==> config.mk <==
export PLATFORM = sky130hd
export DESIGN_NAME = hall_rotation_config_regs
export DESIGN_NICKNAME = d
export VERILOG_FILES = /design/src/logic/hall_regs_pkg.sv /design/src/logic/pair_cfg_if.sv /design/src/logic/pair_tuning_decode.sv /design/src/logic/hall_rotation_config_regs.sv
export SDC_FILE = /design/constraint.sdc
export NUM_CORES = 1
export LEC_CHECK = 0
export BUFFER_PORTS_ARGS = -buffer_cell sky130_fd_sc_hd__buf_2
export CELL_PAD_IN_SITES_DETAIL_PLACEMENT = 1
export CELL_PAD_IN_SITES_GLOBAL_PLACEMENT = 2
export CORE_MARGIN = 10
export CORE_UTILIZATION = 30
export DETAILED_ROUTE_END_ITERATION = 6
export GPL_TIMING_DRIVEN = 0
export PLACE_DENSITY_LB_ADDON = 0.1
export SKIP_CTS_REPAIR_TIMING = 1
export SKIP_LAST_GASP = 1
export SLEW_MARGIN = 15
export SYNTH_ARGS = -nofsm -noshare
export SYNTH_HDL_FRONTEND = slang
export SYNTH_HIERARCHICAL = 1
export SYNTH_SLANG_ARGS = --single-unit
==> constraint.sdc <==
create_clock -name core_clk -period 1.6 [get_ports core_clk]
set_input_delay 0.24 -clock core_clk [delete_from_list [all_inputs] [get_ports core_clk]]
set_output_delay 0.24 -clock core_clk [all_outputs]
set_load 0.005 [all_outputs]
==> src/logic/hall_regs_pkg.sv <==
// package: offsets, field positions and reset values of the hall rotation register bank
// assumes: 8-bit registers addressed by an 8-bit register pointer
package hall_regs_pkg;
    localparam logic [7:0] rotation_ui_control_offset = 8'h70;
    localparam logic [7:0] hall_sense_control_offset = 8'h71;
    localparam logic [7:0] pair_a_tuning_settings_offset = 8'h72;
    localparam logic [7:0] pair_b_tuning_settings_offset = 8'h73;
    localparam logic [7:0] pair_a_compensation_low_offset = 8'h74;
    localparam logic [7:0] pair_b_compensation_low_offset = 8'h75;
    localparam logic [7:0] pair_a_multipliers_offset = 8'h76;
    localparam logic [7:0] pair_b_multipliers_offset = 8'h77;
    localparam logic [7:0] angle_sign_status_offset = 8'h78;
    localparam logic [7:0] phase_sine_constant_offset = 8'h79;
    localparam logic [7:0] phase_cosine_constant_offset = 8'h7a;
    localparam logic [7:0] rotation_ui_control_reset = 8'h0c;
    localparam logic [7:0] rotation_ui_control_mask = 8'hfd;
    localparam logic [7:0] hall_sense_control_reset = 8'h03;
    localparam logic [7:0] hall_sense_control_mask = 8'hb3;
    localparam logic [7:0] tuning_settings_reset = 8'h73;
    localparam logic [7:0] zero_reset = 8'h00;
    localparam logic [7:0] angle_status_write_mask = 8'h08;
    localparam int wheel_disable_bit = 7;
    localparam int interval_disable_bit = 6;
    localparam int zero_wheel_bit = 5;
    localparam int wheel_event_mask_bit = 4;
    localparam int interval_event_mask_bit = 3;
    localparam int auto_calibration_bit = 2;
    localparam int wheel_wakeup_bit = 0;
    localparam int channel_count_filter_bit = 7;
    localparam int direction_invert_bit = 3;
    localparam logic [5:0] target_scale_shift = 6'h05;
    localparam logic [7:0] base_75 = 8'h4b;
    localparam logic [7:0] base_100 = 8'h64;
    localparam logic [7:0] base_150 = 8'h96;
    localparam logic [7:0] base_200 = 8'hc8;
    typedef enum logic [1:0] {
        tuning_off_type_v, tuning_comp_type_v, tuning_fine_type_v, tuning_full_type_v
    } auto_tuning_mode_type;
endpackage : hall_regs_pkg

==> src/logic/pair_cfg_if.sv <==
// interface: decoded tuning settings of one hall channel pair
// assumes: driven by pair_tuning_decode, read by the register bank
`timescale 1ns/1ps
interface pair_cfg_if;
    logic [7:0] tuning_base_value;
    logic [10:0] count_target;
    logic [9:0] compensation;
    logic [1:0] coarse_multiplier;
    logic [3:0] fine_multiplier;
    modport source (output tuning_base_value, count_target, compensation,
        coarse_multiplier, fine_multiplier);
    modport sink (input tuning_base_value, count_target, compensation,
        coarse_multiplier, fine_multiplier);
endinterface : pair_cfg_if

==> src/logic/pair_tuning_decode.sv <==
// decoder: turns one pair's three register bytes into tuning values
// assumes: register bytes are stable register outputs
`timescale 1ns/1ps
module pair_tuning_decode (
    // register bytes
    input wire logic [7:0] tuning_settings,
    input wire logic [7:0] compensation_low,
    input wire logic [7:0] multipliers,
    // decoded values
    pair_cfg_if.source cfg
);
    function automatic logic [7:0] base_lookup(input logic [1:0] code);
        case (code)
            2'h0: base_lookup = hall_regs_pkg::base_75;
            2'h1: base_lookup = hall_regs_pkg::base_100;
            2'h2: base_lookup = hall_regs_pkg::base_150;
            default: base_lookup = hall_regs_pkg::base_200;
        endcase
    endfunction : base_lookup

    assign cfg.tuning_base_value = base_lookup(tuning_settings[7:6]);
    assign cfg.count_target = {tuning_settings[5:0], 5'h00};
    assign cfg.compensation = {multipliers[7:6], compensation_low};
    assign cfg.coarse_multiplier = multipliers[5:4];
    assign cfg.fine_multiplier = multipliers[3:0];
endmodule : pair_tuning_decode

==> src/logic/hall_rotation_config_regs.sv <==
// register bank for hall rotation sensing configuration and angle status
// assumes: the serial slave delivers one-cycle write/read strobes with a register pointer
// Contract
// - bit 7 of ui control disables wheel angle processing when one.
// - bit 6 of ui control disables interval output when one.
// - writing one to bit 5 zeroes the wheel; hardware clears it when done.
// - bit 4 masks wheel events, bit 3 interval events; reset masks interval only.
// - bit 2 enables continuous auto calibration; set after reset.
// - bit 0 enables wheel wake-up on channel zero touch.
// - sensor settings bit 7 enables per-channel count filter.
// - bits 5-4 choose sampling divider 1/2, 1/4, 1/8, 1/16.
// - bits 1-0 choose auto tuning mode off, comp, comp+fine, full.
// - tuning bits 7-6 select base value 75, 100, 150 or 200.
// - tuning bits 5-0 are a target multiplied by 32.
// - separate tuning registers for channel pairs two/three and four/five.
// - ten-bit compensation: low byte plus multipliers bits 7-6.
// - multipliers bits 5-4 coarse, bits 3-0 fine selection.
// - read-only bits 6-5 give quadrature code advancing per octant.
// - writable bit 3 of ratio register inverts angle direction.
// - read-only bits 2,1,0 flag negative ratio, denominator, numerator.
// - sine constant byte holds sine of plate phase times 255.
// - cosine constant byte holds cosine of plate phase times 255.
`timescale 1ns/1ps
module hall_rotation_config_regs (
    // clock and reset
    input wire logic core_clk,
    input wire logic rst,
    // register access from the serial slave
    input wire logic [7:0] reg_addr,
    input wire logic [7:0] reg_wdata,
    input wire logic reg_write,
    input wire logic reg_read,
    output logic [7:0] reg_rdata,
    output logic reg_hit,
    // status from the angle engine
    input wire logic octant_step,
    input wire logic ratio_negative,
    input wire logic denominator_negative,
    input wire logic numerator_negative,
    input wire logic zero_done,
    // wheel wake-up source
    input wire logic channel_zero_touch,
    // controls to the angle engine
    output logic wheel_enable,
    output logic interval_enable,
    output logic zero_request,
    output logic wheel_event_enable,
    output logic interval_event_enable,
    output logic auto_calibration_enable,
    output logic wheel_wake,
    output logic channel_count_filter_enable,
    output logic [1:0] sample_divider_code,
    output logic [4:0] sample_divider,
    output logic [1:0] auto_tuning_mode,
    output logic tuning_adjust_compensation,
    output logic tuning_adjust_fine,
    output logic tuning_adjust_coarse,
    output logic direction_invert,
    output logic [7:0] phase_sine,
    output logic [7:0] phase_cosine,
    // pair a (channels two and three)
    output logic [7:0] pair_a_base_value,
    output logic [10:0] pair_a_count_target,
    output logic [9:0] pair_a_compensation,
    output logic [1:0] pair_a_coarse,
    output logic [3:0] pair_a_fine,
    // pair b (channels four and five)
    output logic [7:0] pair_b_base_value,
    output logic [10:0] pair_b_count_target,
    output logic [9:0] pair_b_compensation,
    output logic [1:0] pair_b_coarse,
    output logic [3:0] pair_b_fine
);
    // ----------------------------------------------------------------
    // register storage
    // ----------------------------------------------------------------
    logic [7:0] ui_control_reg;
    logic [7:0] sense_control_reg;
    logic [7:0] tuning_reg [2];
    logic [7:0] comp_low_reg [2];
    logic [7:0] mult_reg [2];
    logic invert_reg;
    logic [1:0] octant_reg;
    logic [2:0] sign_reg;
    logic [7:0] sine_reg;
    logic [7:0] cosine_reg;
    logic [7:0] angle_status_value;

    function automatic logic addr_is(input logic [7:0] addr, input logic [7:0] offset);
        addr_is = (addr == offset);
    endfunction : addr_is

    // ----------------------------------------------------------------
    // control registers
    // ----------------------------------------------------------------
    always_ff @(posedge core_clk) begin
        if (rst) begin
            ui_control_reg <= hall_regs_pkg::rotation_ui_control_reset;
        end else if (reg_write && addr_is(reg_addr, hall_regs_pkg::rotation_ui_control_offset)) begin
            ui_control_reg <= reg_wdata & hall_regs_pkg::rotation_ui_control_mask;
        end else if (zero_done) begin
            ui_control_reg[hall_regs_pkg::zero_wheel_bit] <= 1'b0;
        end
    end

    always_ff @(posedge core_clk) begin
        if (rst) begin
            sense_control_reg <= hall_regs_pkg::hall_sense_control_reset;
        end else if (reg_write && addr_is(reg_addr, hall_regs_pkg::hall_sense_control_offset)) begin
            sense_control_reg <= reg_wdata & hall_regs_pkg::hall_sense_control_mask;
        end
    end

    // ----------------------------------------------------------------
    // per-pair tuning registers
    // ----------------------------------------------------------------
    genvar p;
    generate
        for (p = 0; p < 2; p++) begin : g_pair
            localparam logic [7:0] p_off = 8'(p);
            always_ff @(posedge core_clk) begin
                if (rst) begin
                    tuning_reg[p] <= hall_regs_pkg::tuning_settings_reset;
                    comp_low_reg[p] <= hall_regs_pkg::zero_reset;
                    mult_reg[p] <= hall_regs_pkg::zero_reset;
                end else if (reg_write) begin
                    if (addr_is(reg_addr, hall_regs_pkg::pair_a_tuning_settings_offset + p_off)) begin
                        tuning_reg[p] <= reg_wdata;
                    end
                    if (addr_is(reg_addr, hall_regs_pkg::pair_a_compensation_low_offset + p_off)) begin
                        comp_low_reg[p] <= reg_wdata;
                    end
                    if (addr_is(reg_addr, hall_regs_pkg::pair_a_multipliers_offset + p_off)) begin
                        mult_reg[p] <= reg_wdata;
                    end
                end
            end
        end
    endgenerate

    // ----------------------------------------------------------------
    // angle status and phase constants
    // ----------------------------------------------------------------
    always_ff @(posedge core_clk) begin
        if (rst) begin
            invert_reg <= 1'b0;
        end else if (reg_write && addr_is(reg_addr, hall_regs_pkg::angle_sign_status_offset)) begin
            invert_reg <= reg_wdata[hall_regs_pkg::direction_invert_bit];
        end
    end

    always_ff @(posedge core_clk) begin
        if (rst) begin
            octant_reg <= 2'h0;
        end else if (octant_step) begin
            octant_reg <= octant_reg + 2'h1;
        end
    end

    always_ff @(posedge core_clk) begin
        if (rst) begin
            sign_reg <= 3'h0;
        end else begin
            sign_reg <= {ratio_negative, denominator_negative, numerator_negative};
        end
    end

    always_ff @(posedge core_clk) begin
        if (rst) begin
            sine_reg <= hall_regs_pkg::zero_reset;
            cosine_reg <= hall_regs_pkg::zero_reset;
        end else if (reg_write) begin
            if (addr_is(reg_addr, hall_regs_pkg::phase_sine_constant_offset)) begin
                sine_reg <= reg_wdata;
            end
            if (addr_is(reg_addr, hall_regs_pkg::phase_cosine_constant_offset)) begin
                cosine_reg <= reg_wdata;
            end
        end
    end

    assign angle_status_value = {1'b0, octant_reg, 1'b0, invert_reg, sign_reg};

    // ----------------------------------------------------------------
    // read path
    // ----------------------------------------------------------------
    always_ff @(posedge core_clk) begin
        if (rst) begin
            reg_rdata <= 8'h00;
            reg_hit <= 1'b0;
        end else if (reg_read) begin
            reg_hit <= 1'b1;
            case (reg_addr)
                hall_regs_pkg::rotation_ui_control_offset: reg_rdata <= ui_control_reg;
                hall_regs_pkg::hall_sense_control_offset: reg_rdata <= sense_control_reg;
                hall_regs_pkg::pair_a_tuning_settings_offset: reg_rdata <= tuning_reg[0];
                hall_regs_pkg::pair_b_tuning_settings_offset: reg_rdata <= tuning_reg[1];
                hall_regs_pkg::pair_a_compensation_low_offset: reg_rdata <= comp_low_reg[0];
                hall_regs_pkg::pair_b_compensation_low_offset: reg_rdata <= comp_low_reg[1];
                hall_regs_pkg::pair_a_multipliers_offset: reg_rdata <= mult_reg[0];
                hall_regs_pkg::pair_b_multipliers_offset: reg_rdata <= mult_reg[1];
                hall_regs_pkg::angle_sign_status_offset: reg_rdata <= angle_status_value;
                hall_regs_pkg::phase_sine_constant_offset: reg_rdata <= sine_reg;
                hall_regs_pkg::phase_cosine_constant_offset: reg_rdata <= cosine_reg;
                default: begin
                    reg_rdata <= 8'h00;
                    reg_hit <= 1'b0;
                end
            endcase
        end else begin
            reg_hit <= 1'b0;
        end
    end

    // ----------------------------------------------------------------
    // decoded controls
    // ----------------------------------------------------------------
    assign wheel_enable = ~ui_control_reg[hall_regs_pkg::wheel_disable_bit];
    assign interval_enable = ~ui_control_reg[hall_regs_pkg::interval_disable_bit];
    assign zero_request = ui_control_reg[hall_regs_pkg::zero_wheel_bit];
    assign wheel_event_enable = ~ui_control_reg[hall_regs_pkg::wheel_event_mask_bit];
    assign interval_event_enable = ~ui_control_reg[hall_regs_pkg::interval_event_mask_bit];
    assign auto_calibration_enable = ui_control_reg[hall_regs_pkg::auto_calibration_bit];
    assign wheel_wake = ui_control_reg[hall_regs_pkg::wheel_wakeup_bit] & channel_zero_touch;
    assign channel_count_filter_enable = sense_control_reg[hall_regs_pkg::channel_count_filter_bit];
    assign sample_divider_code = sense_control_reg[5:4];
    assign sample_divider = 5'h02 << sense_control_reg[5:4];
    assign auto_tuning_mode = sense_control_reg[1:0];
    assign tuning_adjust_compensation = (auto_tuning_mode != hall_regs_pkg::tuning_off_type_v);
    assign tuning_adjust_fine = auto_tuning_mode[1];
    assign tuning_adjust_coarse = (auto_tuning_mode == hall_regs_pkg::tuning_full_type_v);
    assign direction_invert = invert_reg;
    assign phase_sine = sine_reg;
    assign phase_cosine = cosine_reg;

    // ----------------------------------------------------------------
    // pair decoders
    // ----------------------------------------------------------------
    pair_cfg_if pair_a_cfg ();
    pair_cfg_if pair_b_cfg ();

    pair_tuning_decode u_pair_a (
        .tuning_settings(tuning_reg[0]),
        .compensation_low(comp_low_reg[0]),
        .multipliers(mult_reg[0]),
        .cfg(pair_a_cfg.source)
    );

    pair_tuning_decode u_pair_b (
        .tuning_settings(tuning_reg[1]),
        .compensation_low(comp_low_reg[1]),
        .multipliers(mult_reg[1]),
        .cfg(pair_b_cfg.source)
    );

    assign pair_a_base_value = pair_a_cfg.tuning_base_value;
    assign pair_a_count_target = pair_a_cfg.count_target;
    assign pair_a_compensation = pair_a_cfg.compensation;
    assign pair_a_coarse = pair_a_cfg.coarse_multiplier;
    assign pair_a_fine = pair_a_cfg.fine_multiplier;
    assign pair_b_base_value = pair_b_cfg.tuning_base_value;
    assign pair_b_count_target = pair_b_cfg.count_target;
    assign pair_b_compensation = pair_b_cfg.compensation;
    assign pair_b_coarse = pair_b_cfg.coarse_multiplier;
    assign pair_b_fine = pair_b_cfg.fine_multiplier;
endmodule : hall_rotation_config_regs

# ---- Word-level counts from Yosys, hierarchy flattened
# Memories as Yosys holds them, arrays and structs flattened.
# Index checks and enable logic that the tools add are counted.
dict set report totals {
  register_bits 43
  mem_bits_rw 48
  inputBits 26
  word_cells 92
  mem_count 3
}
dict set report classes {
  n_addsub 1
  eq_ne 16
  shift 1
  mux 38
  bitwise 12
  n_reduce_logical 11
}
# name words width read_ports rd_ports_with_merged_regs write_ports line
set memory_table {}
lappend memory_table {comp_low_reg 2 8 2 0 2 hall_rotation_config_regs.sv:80} ;# logic [7:0] comp_low_reg [2];
lappend memory_table {mult_reg 2 8 2 0 2 hall_rotation_config_regs.sv:81} ;# logic [7:0] mult_reg [2];
lappend memory_table {tuning_reg 2 8 2 0 2 hall_rotation_config_regs.sv:79} ;# logic [7:0] tuning_reg [2];
# operator count
set op_table {}
lappend op_table {{== test 8 x 7 -> 1 bit, second input constant} 11}
lappend op_table {{case mux 8 bit (11 select lines)} 1}
lappend op_table {{2-to-1 mux 8 bit} 6}
lappend op_table {{case mux 8 bit (3 select lines)} 2}
lappend op_table {{2-to-1 mux 1 bit} 29}
lappend op_table {{OR reduction 11 bit} 1}
lappend op_table {{== test 2 bit, second input constant} 3}
lappend op_table {{bitwise OR 1 bit} 6}
lappend op_table {{inverter 1 bit} 5}
lappend op_table {{<< shifter 2 x 2 -> 5 bit, first input constant} 1}
lappend op_table {{== test 2 x 1 -> 1 bit, second input constant} 2}
lappend op_table {{zero test 2 bit} 2}
lappend op_table {{AND reduction 2 bit} 2}
lappend op_table {{nonzero test 2 bit} 2}
lappend op_table {{logical AND 1 bit} 3}
lappend op_table {{adder 2 x 1 -> 2 bit, second input constant} 1}
lappend op_table {{OR reduction 2 bit} 1}
lappend op_table {{AND 1 bit} 1}

# ---- Depth between registers and ports, before layout
# Gate-level depths: netlist of the first run.
dict set report logic_depth {
  depth_word 6
  depth_mapped 8
}

# ---- Hierarchy
# Netlist of the first run, hierarchy kept.
# mod instances cells_each area_each_um2 seq_area_each_um2
set modules_own_cells {}
lappend modules_own_cells {hall_rotation_config_regs 1 377 4401.7 2302.2}
lappend modules_own_cells {pair_tuning_decode 2 39 300.3 0.0}

# ---- Worst setup path after synthesis of the first run
# Ideal clock, no wire load.
dict set report synth_path {
  kind {input to register}
  start {input port reg_addr[3]}
  end {memory mult_reg[1][0] (enable)}
  setup_ns 0.330
  arrival_ns 1.216
  path_slack_ns 0.055
  path_stages 5
  n_path_buf 2
  path_cell_list {buf_4 nor2b_2 and2_4 buf_6 a41o_1}
}
# item line
set synth_lines {}
lappend synth_lines {{start: declaration} hall_rotation_config_regs.sv:29} ;# input wire logic [7:0] reg_addr,
lappend synth_lines {{end: declaration} hall_rotation_config_regs.sv:81}

==> flow_summary.ini, run 1 <==
[cts]
clkLatencyLatePin_ps = 350
clk_path_buf_depth = 2
cts_sinks = 91
htree_levels = 3
cts_buffers = 9
cts_tree = built
cts_root_buffer = clkbuf_16
clk_pin_slew_ps = 70

[sta]
rsz0062_at_grt = yes
worst_slew_pin_slew_ps = 787
hold_viol_final = 0
fin_hold_ws_ps = 98.7
skew_ps = 6.32
fin_crit_ps = 1680
layout_setup_ws_ps = -76.4
setup_viol = 6
fmax_ghz = 0.597
finalMaxSlewViolations = 0
worst_slew_margin_rel_pct = 47.5
finalCritPeriodShare_pct = 105

[placement]
dp_hpwl_um = 14200
io_buffers = 124
gp_congestion = 0.819

[routing]
vias_per_cell = 4.79
first_pass_iters = 4
vias = 4015
first_iter_violations = 209
ant_nets = 0
drc = 0
routedWlPerCell_um = 21.9
wl_um = 18400

[setup_path]
path_max_fanout = 5
crit_chain = ha_2 -> o21ba_2 -> buf_2
cp-end-kind = primary output
path_class = reg2out
critPathSlowestCell = edfxtp_1
cpPeakStageDelay_ps = 510
worstPathArrival_ps = 1440
cpLargestDelayFamily = flip-flops
worstPathRequired_ps = 1360
crit_buf_inv = 1
worstSetupStartpointType = flop

[yosys]
netlist_instances = 455
yosysWarnings = 6
synth_area_um2 = 5000
ys_seq_elements = 91
synthFlopType = edfxtp_1
async_flop_share_pct = 0
synth_seq_area_share_pct = 46.0
ys_types = 62
syn_avg_cell_area_um2 = 11.0
synth-edff-count = 48

[floorplan]
coreArea_um2 = 16500
dieArea_um2 = 22200
ios = 142
die_x_um = 149
start_util_pct = 30.4
die_y_um = 149
rows = 47

[status]
status = finished, violations left
violations = negative setup slack

[global_route]
grt_usage_pct = 16.1
antenna_found_initial = 0
overflow = 0
grt_pass1_wl_um = 26700
grt_max_degree = 15
grt_pass1_vias = 4264

[power_and_ir_drop]
power_density_nw_per_um2 = 824
power_leakage_nw = 2.74
ir_drop_mv = 0.490

[run]
maxCapViolations = 0

[cells_and_area]
syn2layout_area_growth_pct = 28.3
utilization_pct = 39.0
num_antenna_cells = 0
nets = 649
drive_gt1_share_pct = 46.8

[hold_path]
hp-class = in2reg
==> where the power goes <==
part / leakage [nW] / switching [W] / internal, W / total (W)
Clock: 0.137 / 0.000899 / 0.00111 / 0.00201
Combinational: 1.80 / 0.000376 / 0.000317 / 0.000693
Sequential: 0.810 / 0.0000590 / 0.00253 / 0.00259
Total: 2.74 / 0.00133 / 0.00395 / 0.00529
==> per-layer routing <==
metal | vias to the layer above | GRT usage, % | part of all wire, %
li1 | 1893 | - | -
met1 | 1980 | 19.7 | 44
met2 | 127 | 26.7 | 48
met3 | 15 | 4.07 | 6.4
met4 | 0 | 5.74 | 1.7
met5 | - | 0 | 0
==> cell type report <==
| class | count | area, um2 |
|---|---|---|
| repair buffers | 139 | 746 |
| inverters | 20 | 75.1 |
| plain buffers | 85 | 629 |
| flip-flops and latches | 91 | 2300 |
| fillers | 1905 | 10000 |
| multi-input cells | 267 | 2120 |
| clock buffers | 13 | 254 |
| well taps | 220 | 275 |
| clock inverters | 3 | 15.0 |
==> cells by family (layout without fill, tap and decap cells) <==
logic type	after synthesis	count (layout)	share of synthesized area, %
buffers and inverters	105	260	14.0
AOI/OAI and AO/OA	53	53	8.53
DFF	91	91	46.0
adders and majority gates	10	10	2.50
other	3	11	0.225
muxes	42	42	10.8
xor gates and xnor gates	2	2	0.350
and+or+nand+nor	149	149	17.6
==> synth_stat cells, types with 5 or more instances <==
library cell	number	share of area, %
buf_4	58	8.7
edfxtp_1	48	29
nor2_1	44	3.3
dfxtp_1	43	17
mux2i_1	31	6.2
inv_1	19	1.4
and2_1	16	2.0
nor3_1	14	1.4
nand2_1	11	0.83
nor4_1	11	1.4
ha_1	10	2.5
buf_6	9	2.0
nor2b_1	9	1.1
a221oi_1	8	1.4
clkbuf_1	8	0.60
mux4_2	8	3.6
a22o_1	7	1.2
buf_2	7	0.70
a21oi_1	5	0.50
a22oi_1	5	0.75
nand3_1	5	0.50
or2_1	5	0.63
==> placed cells by master (no fill, tap or decap), types with 5 or more instances in the layout <==
cell type / netlist / layout
buf_2: 7 / 129
buf_4: 58 / 73
edfxtp_1: 48 / 48
nor2_1: 44 / 44
dfxtp_1: 43 / 42
mux2i_1: 31 / 31
and2_1: 16 / 16
inv_1: 19 / 14
nor3_1: 14 / 12
buf_6: 9 / 11
nand2_1: 11 / 11
nor4_1: 11 / 11
conb_1: 3 / 11
nor2b_1: 9 / 9
mux4_2: 8 / 9
clkbuf_16: 0 / 9
clkbuf_1: 8 / 7
a22o_1: 7 / 7
a221oi_1: 8 / 6
or2_1: 5 / 5
nand3_1: 5 / 5
a21oi_1: 5 / 5
inv_2: 0 / 5
ha_2: 0 / 5
==> final timing paths <==
kind                             startpoint                         to  slack (ps)  cells past startpoint
min                          ratio_negative     sign_reg[2]$_SDFF_PP0_         100                      2
max reg2reg  tuning_reg[0][6]$_SDFFCE_PN1P_  reg_rdata[6]$_SDFFE_PP0P_           0                      4
min reg2reg       reg_rdata[2]$_SDFFE_PP0P_  reg_rdata[2]$_SDFFE_PP0P_         500                      1
max          tuning_reg[1][7]$_SDFFCE_PN0P_       pair_b_base_value[1]         -80                      3
==> through the flow <==
stage	setup WS [ps]	TNS (ps)	power [W]	area, um2	cells
after CTS	-221	-2430	0.00528	6200	823
after global routing	-127	-696	0.00545	6420	838
final	-76.4	-268	0.00529	6420	838
after global placement	-436	-31890	0.00328	5930	807
after detailed placement	-484	-35040	0.00329	5930	807
after floorplan	54.9	0	0.00299	5030	463
Power figures use the tool's default switching activity.
==> inputs of run 2 (changes only) <==
- CORE_ASPECT_RATIO: unset -> 2
==> run 2 against run 1 <==
- the flow still finishes with violations (negative setup slack)
- combinational power fell by 2%
- maximum frequency rose by 0.91%
- first-iteration DRC count fell by 14%
- total power rose by 4.9%
- sequential power barely moved
- sequential share of layout area barely moved
- largest cell class unchanged
==> flow_summary.ini, run 2 (same netlist as run 1, synthesis figures left out) <==
[status]
status = finished, violations left
violations = negative setup slack

[sta]
worst_slew_margin_rel_pct = 54.3
finalMaxSlewViolations = 0
layout_setup_ws_ps = -61.3
worst_slew_pin_slew_ps = 686
rsz0062_at_grt = yes
fmax_ghz = 0.602
skew_ps = 11.6
finalCritPeriodShare_pct = 104
setup_viol = 5
hold_viol_final = 0
fin_crit_ps = 1660

[global_route]
antenna_found_initial = 0
overflow = 0
grt_pass1_vias = 4330
grt_max_degree = 16
grt_usage_pct = 16.0
grt_pass1_wl_um = 27400

[placement]
gp_congestion = 0.840
place_ws_ps = -512
place_area_um2 = 5910
dp_hpwl_um = 14900
io_buffers = 124

[cells_and_area]
drive_gt1_share_pct = 46.4
final_cell_mix = buf_2 (131), buf_4 (70), edfxtp_1 (48)
fin_area_um2 = 6420
ff_latch_area_um2 = 2300
num_antenna_cells = 0
nets = 647
final_common_cell = buf_2
n_fill_cell = 1886
syn2layout_area_growth_pct = 28.3
multi_input_comb_area_um2 = 2110

[setup_path]
worstPathRequired_ps = 1360
path_class = reg2out
worstSetupStartpointType = flop
worstPathArrival_ps = 1420
cp-end-kind = primary output
path_max_fanout = 4

[floorplan]
die_x_um = 111
die_y_um = 203
rows = 66
coreArea_um2 = 16400
ios = 142
dieArea_um2 = 22600
start_util_pct = 30.6

[power_and_ir_drop]
power_leakage_nw = 2.74
ir_drop_mv = 0.541
fin_total_pwr_w = 0.00554
power_density_nw_per_um2 = 864

[cts]
cts_sinks = 91
cts_tree = built
clk_path_buf_depth = 2
clk_pin_slew_ps = 70
clkLatencyLatePin_ps = 350
cts_buffers = 9
cts_root_buffer = clkbuf_16
htree_levels = 3

[routing]
wl_um = 18700
vias = 4028
vias_per_cell = 4.91
first_iter_violations = 179
first_pass_iters = 6
routedWlPerCell_um = 22.8
ant_nets = 0
drc = 0

[run]
maxCapViolations = 0

[hold_path]
hp-class = in2reg
run 2: through the flow:
| step | setup TNS, ps | std cells | util, % | hold slack (ps) |
|---|---|---|---|---|
| 6_report | -252 | 820 | 39.2 | 108 |
| 3_5_place_dp | -32170 | 791 | 36.1 | 458 |
| 4_1_cts | -2080 | 807 | 38.0 | 101 |
| 5_1_grt | -645 | 820 | 39.2 | 130 |
| 2_1_floorplan | 0 | 463 | - | 368 |
| 3_3_place_gp | -30430 | 791 | 36.1 | 453 |
run 2: final cells by class:
class | count | share of cell area (%)
Buffer | 85 | 9.79
Clock buffer | 12 | 4.02
Clock inverter | 4 | 0.858
Inverter | 20 | 1.17
Multi-Input combinational cell | 267 | 32.9
Sequential cell | 91 | 35.9
Tap cell | 204 | 3.98
Timing Repair Buffer | 137 | 11.4
run 2: worst max-delay path, stage by stage (launching register included):
cell and delay (ps):
edfxtp_1 450, inv_2 100, ha_2 210, or2_1 200, buf_2 130
run 2: metal layers:
| metal | vias up | part of all wire, % | global-route usage, % |
|---|---|---|---|
| met3 | 26 | 5.1 | 3.57 |
| met2 | 130 | 56 | 31.0 |
| met1 | 2005 | 36 | 15.7 |
| li1 | 1867 | - | - |
| met4 | 0 | 2.7 | 6.23 |
| met5 | - | 0 | 0 |
run 2: worst paths after layout:
path,cells after the start,slack [ps],from,to
max,4,-60,tuning_reg[0][6]$_SDFFCE_PN1P_,pair_a_base_value[7]
min,2,110,numerator_negative,sign_reg[0]$_SDFF_PP0_
max reg2reg,4,-40,tuning_reg[0][6]$_SDFFCE_PN1P_,reg_rdata[6]$_SDFFE_PP0P_
min reg2reg,2,520,reg_rdata[5]$_SDFFE_PP0P_,reg_rdata[5]$_SDFFE_PP0P_
run 2: where the power goes:
group,switching (W),leakage (nW),internal [W]
Combinational,0.000372,1.78,0.000307
Clock,0.000958,0.150,0.00132
Sequential,0.0000583,0.809,0.00253
Total,0.00139,2.74,0.00415
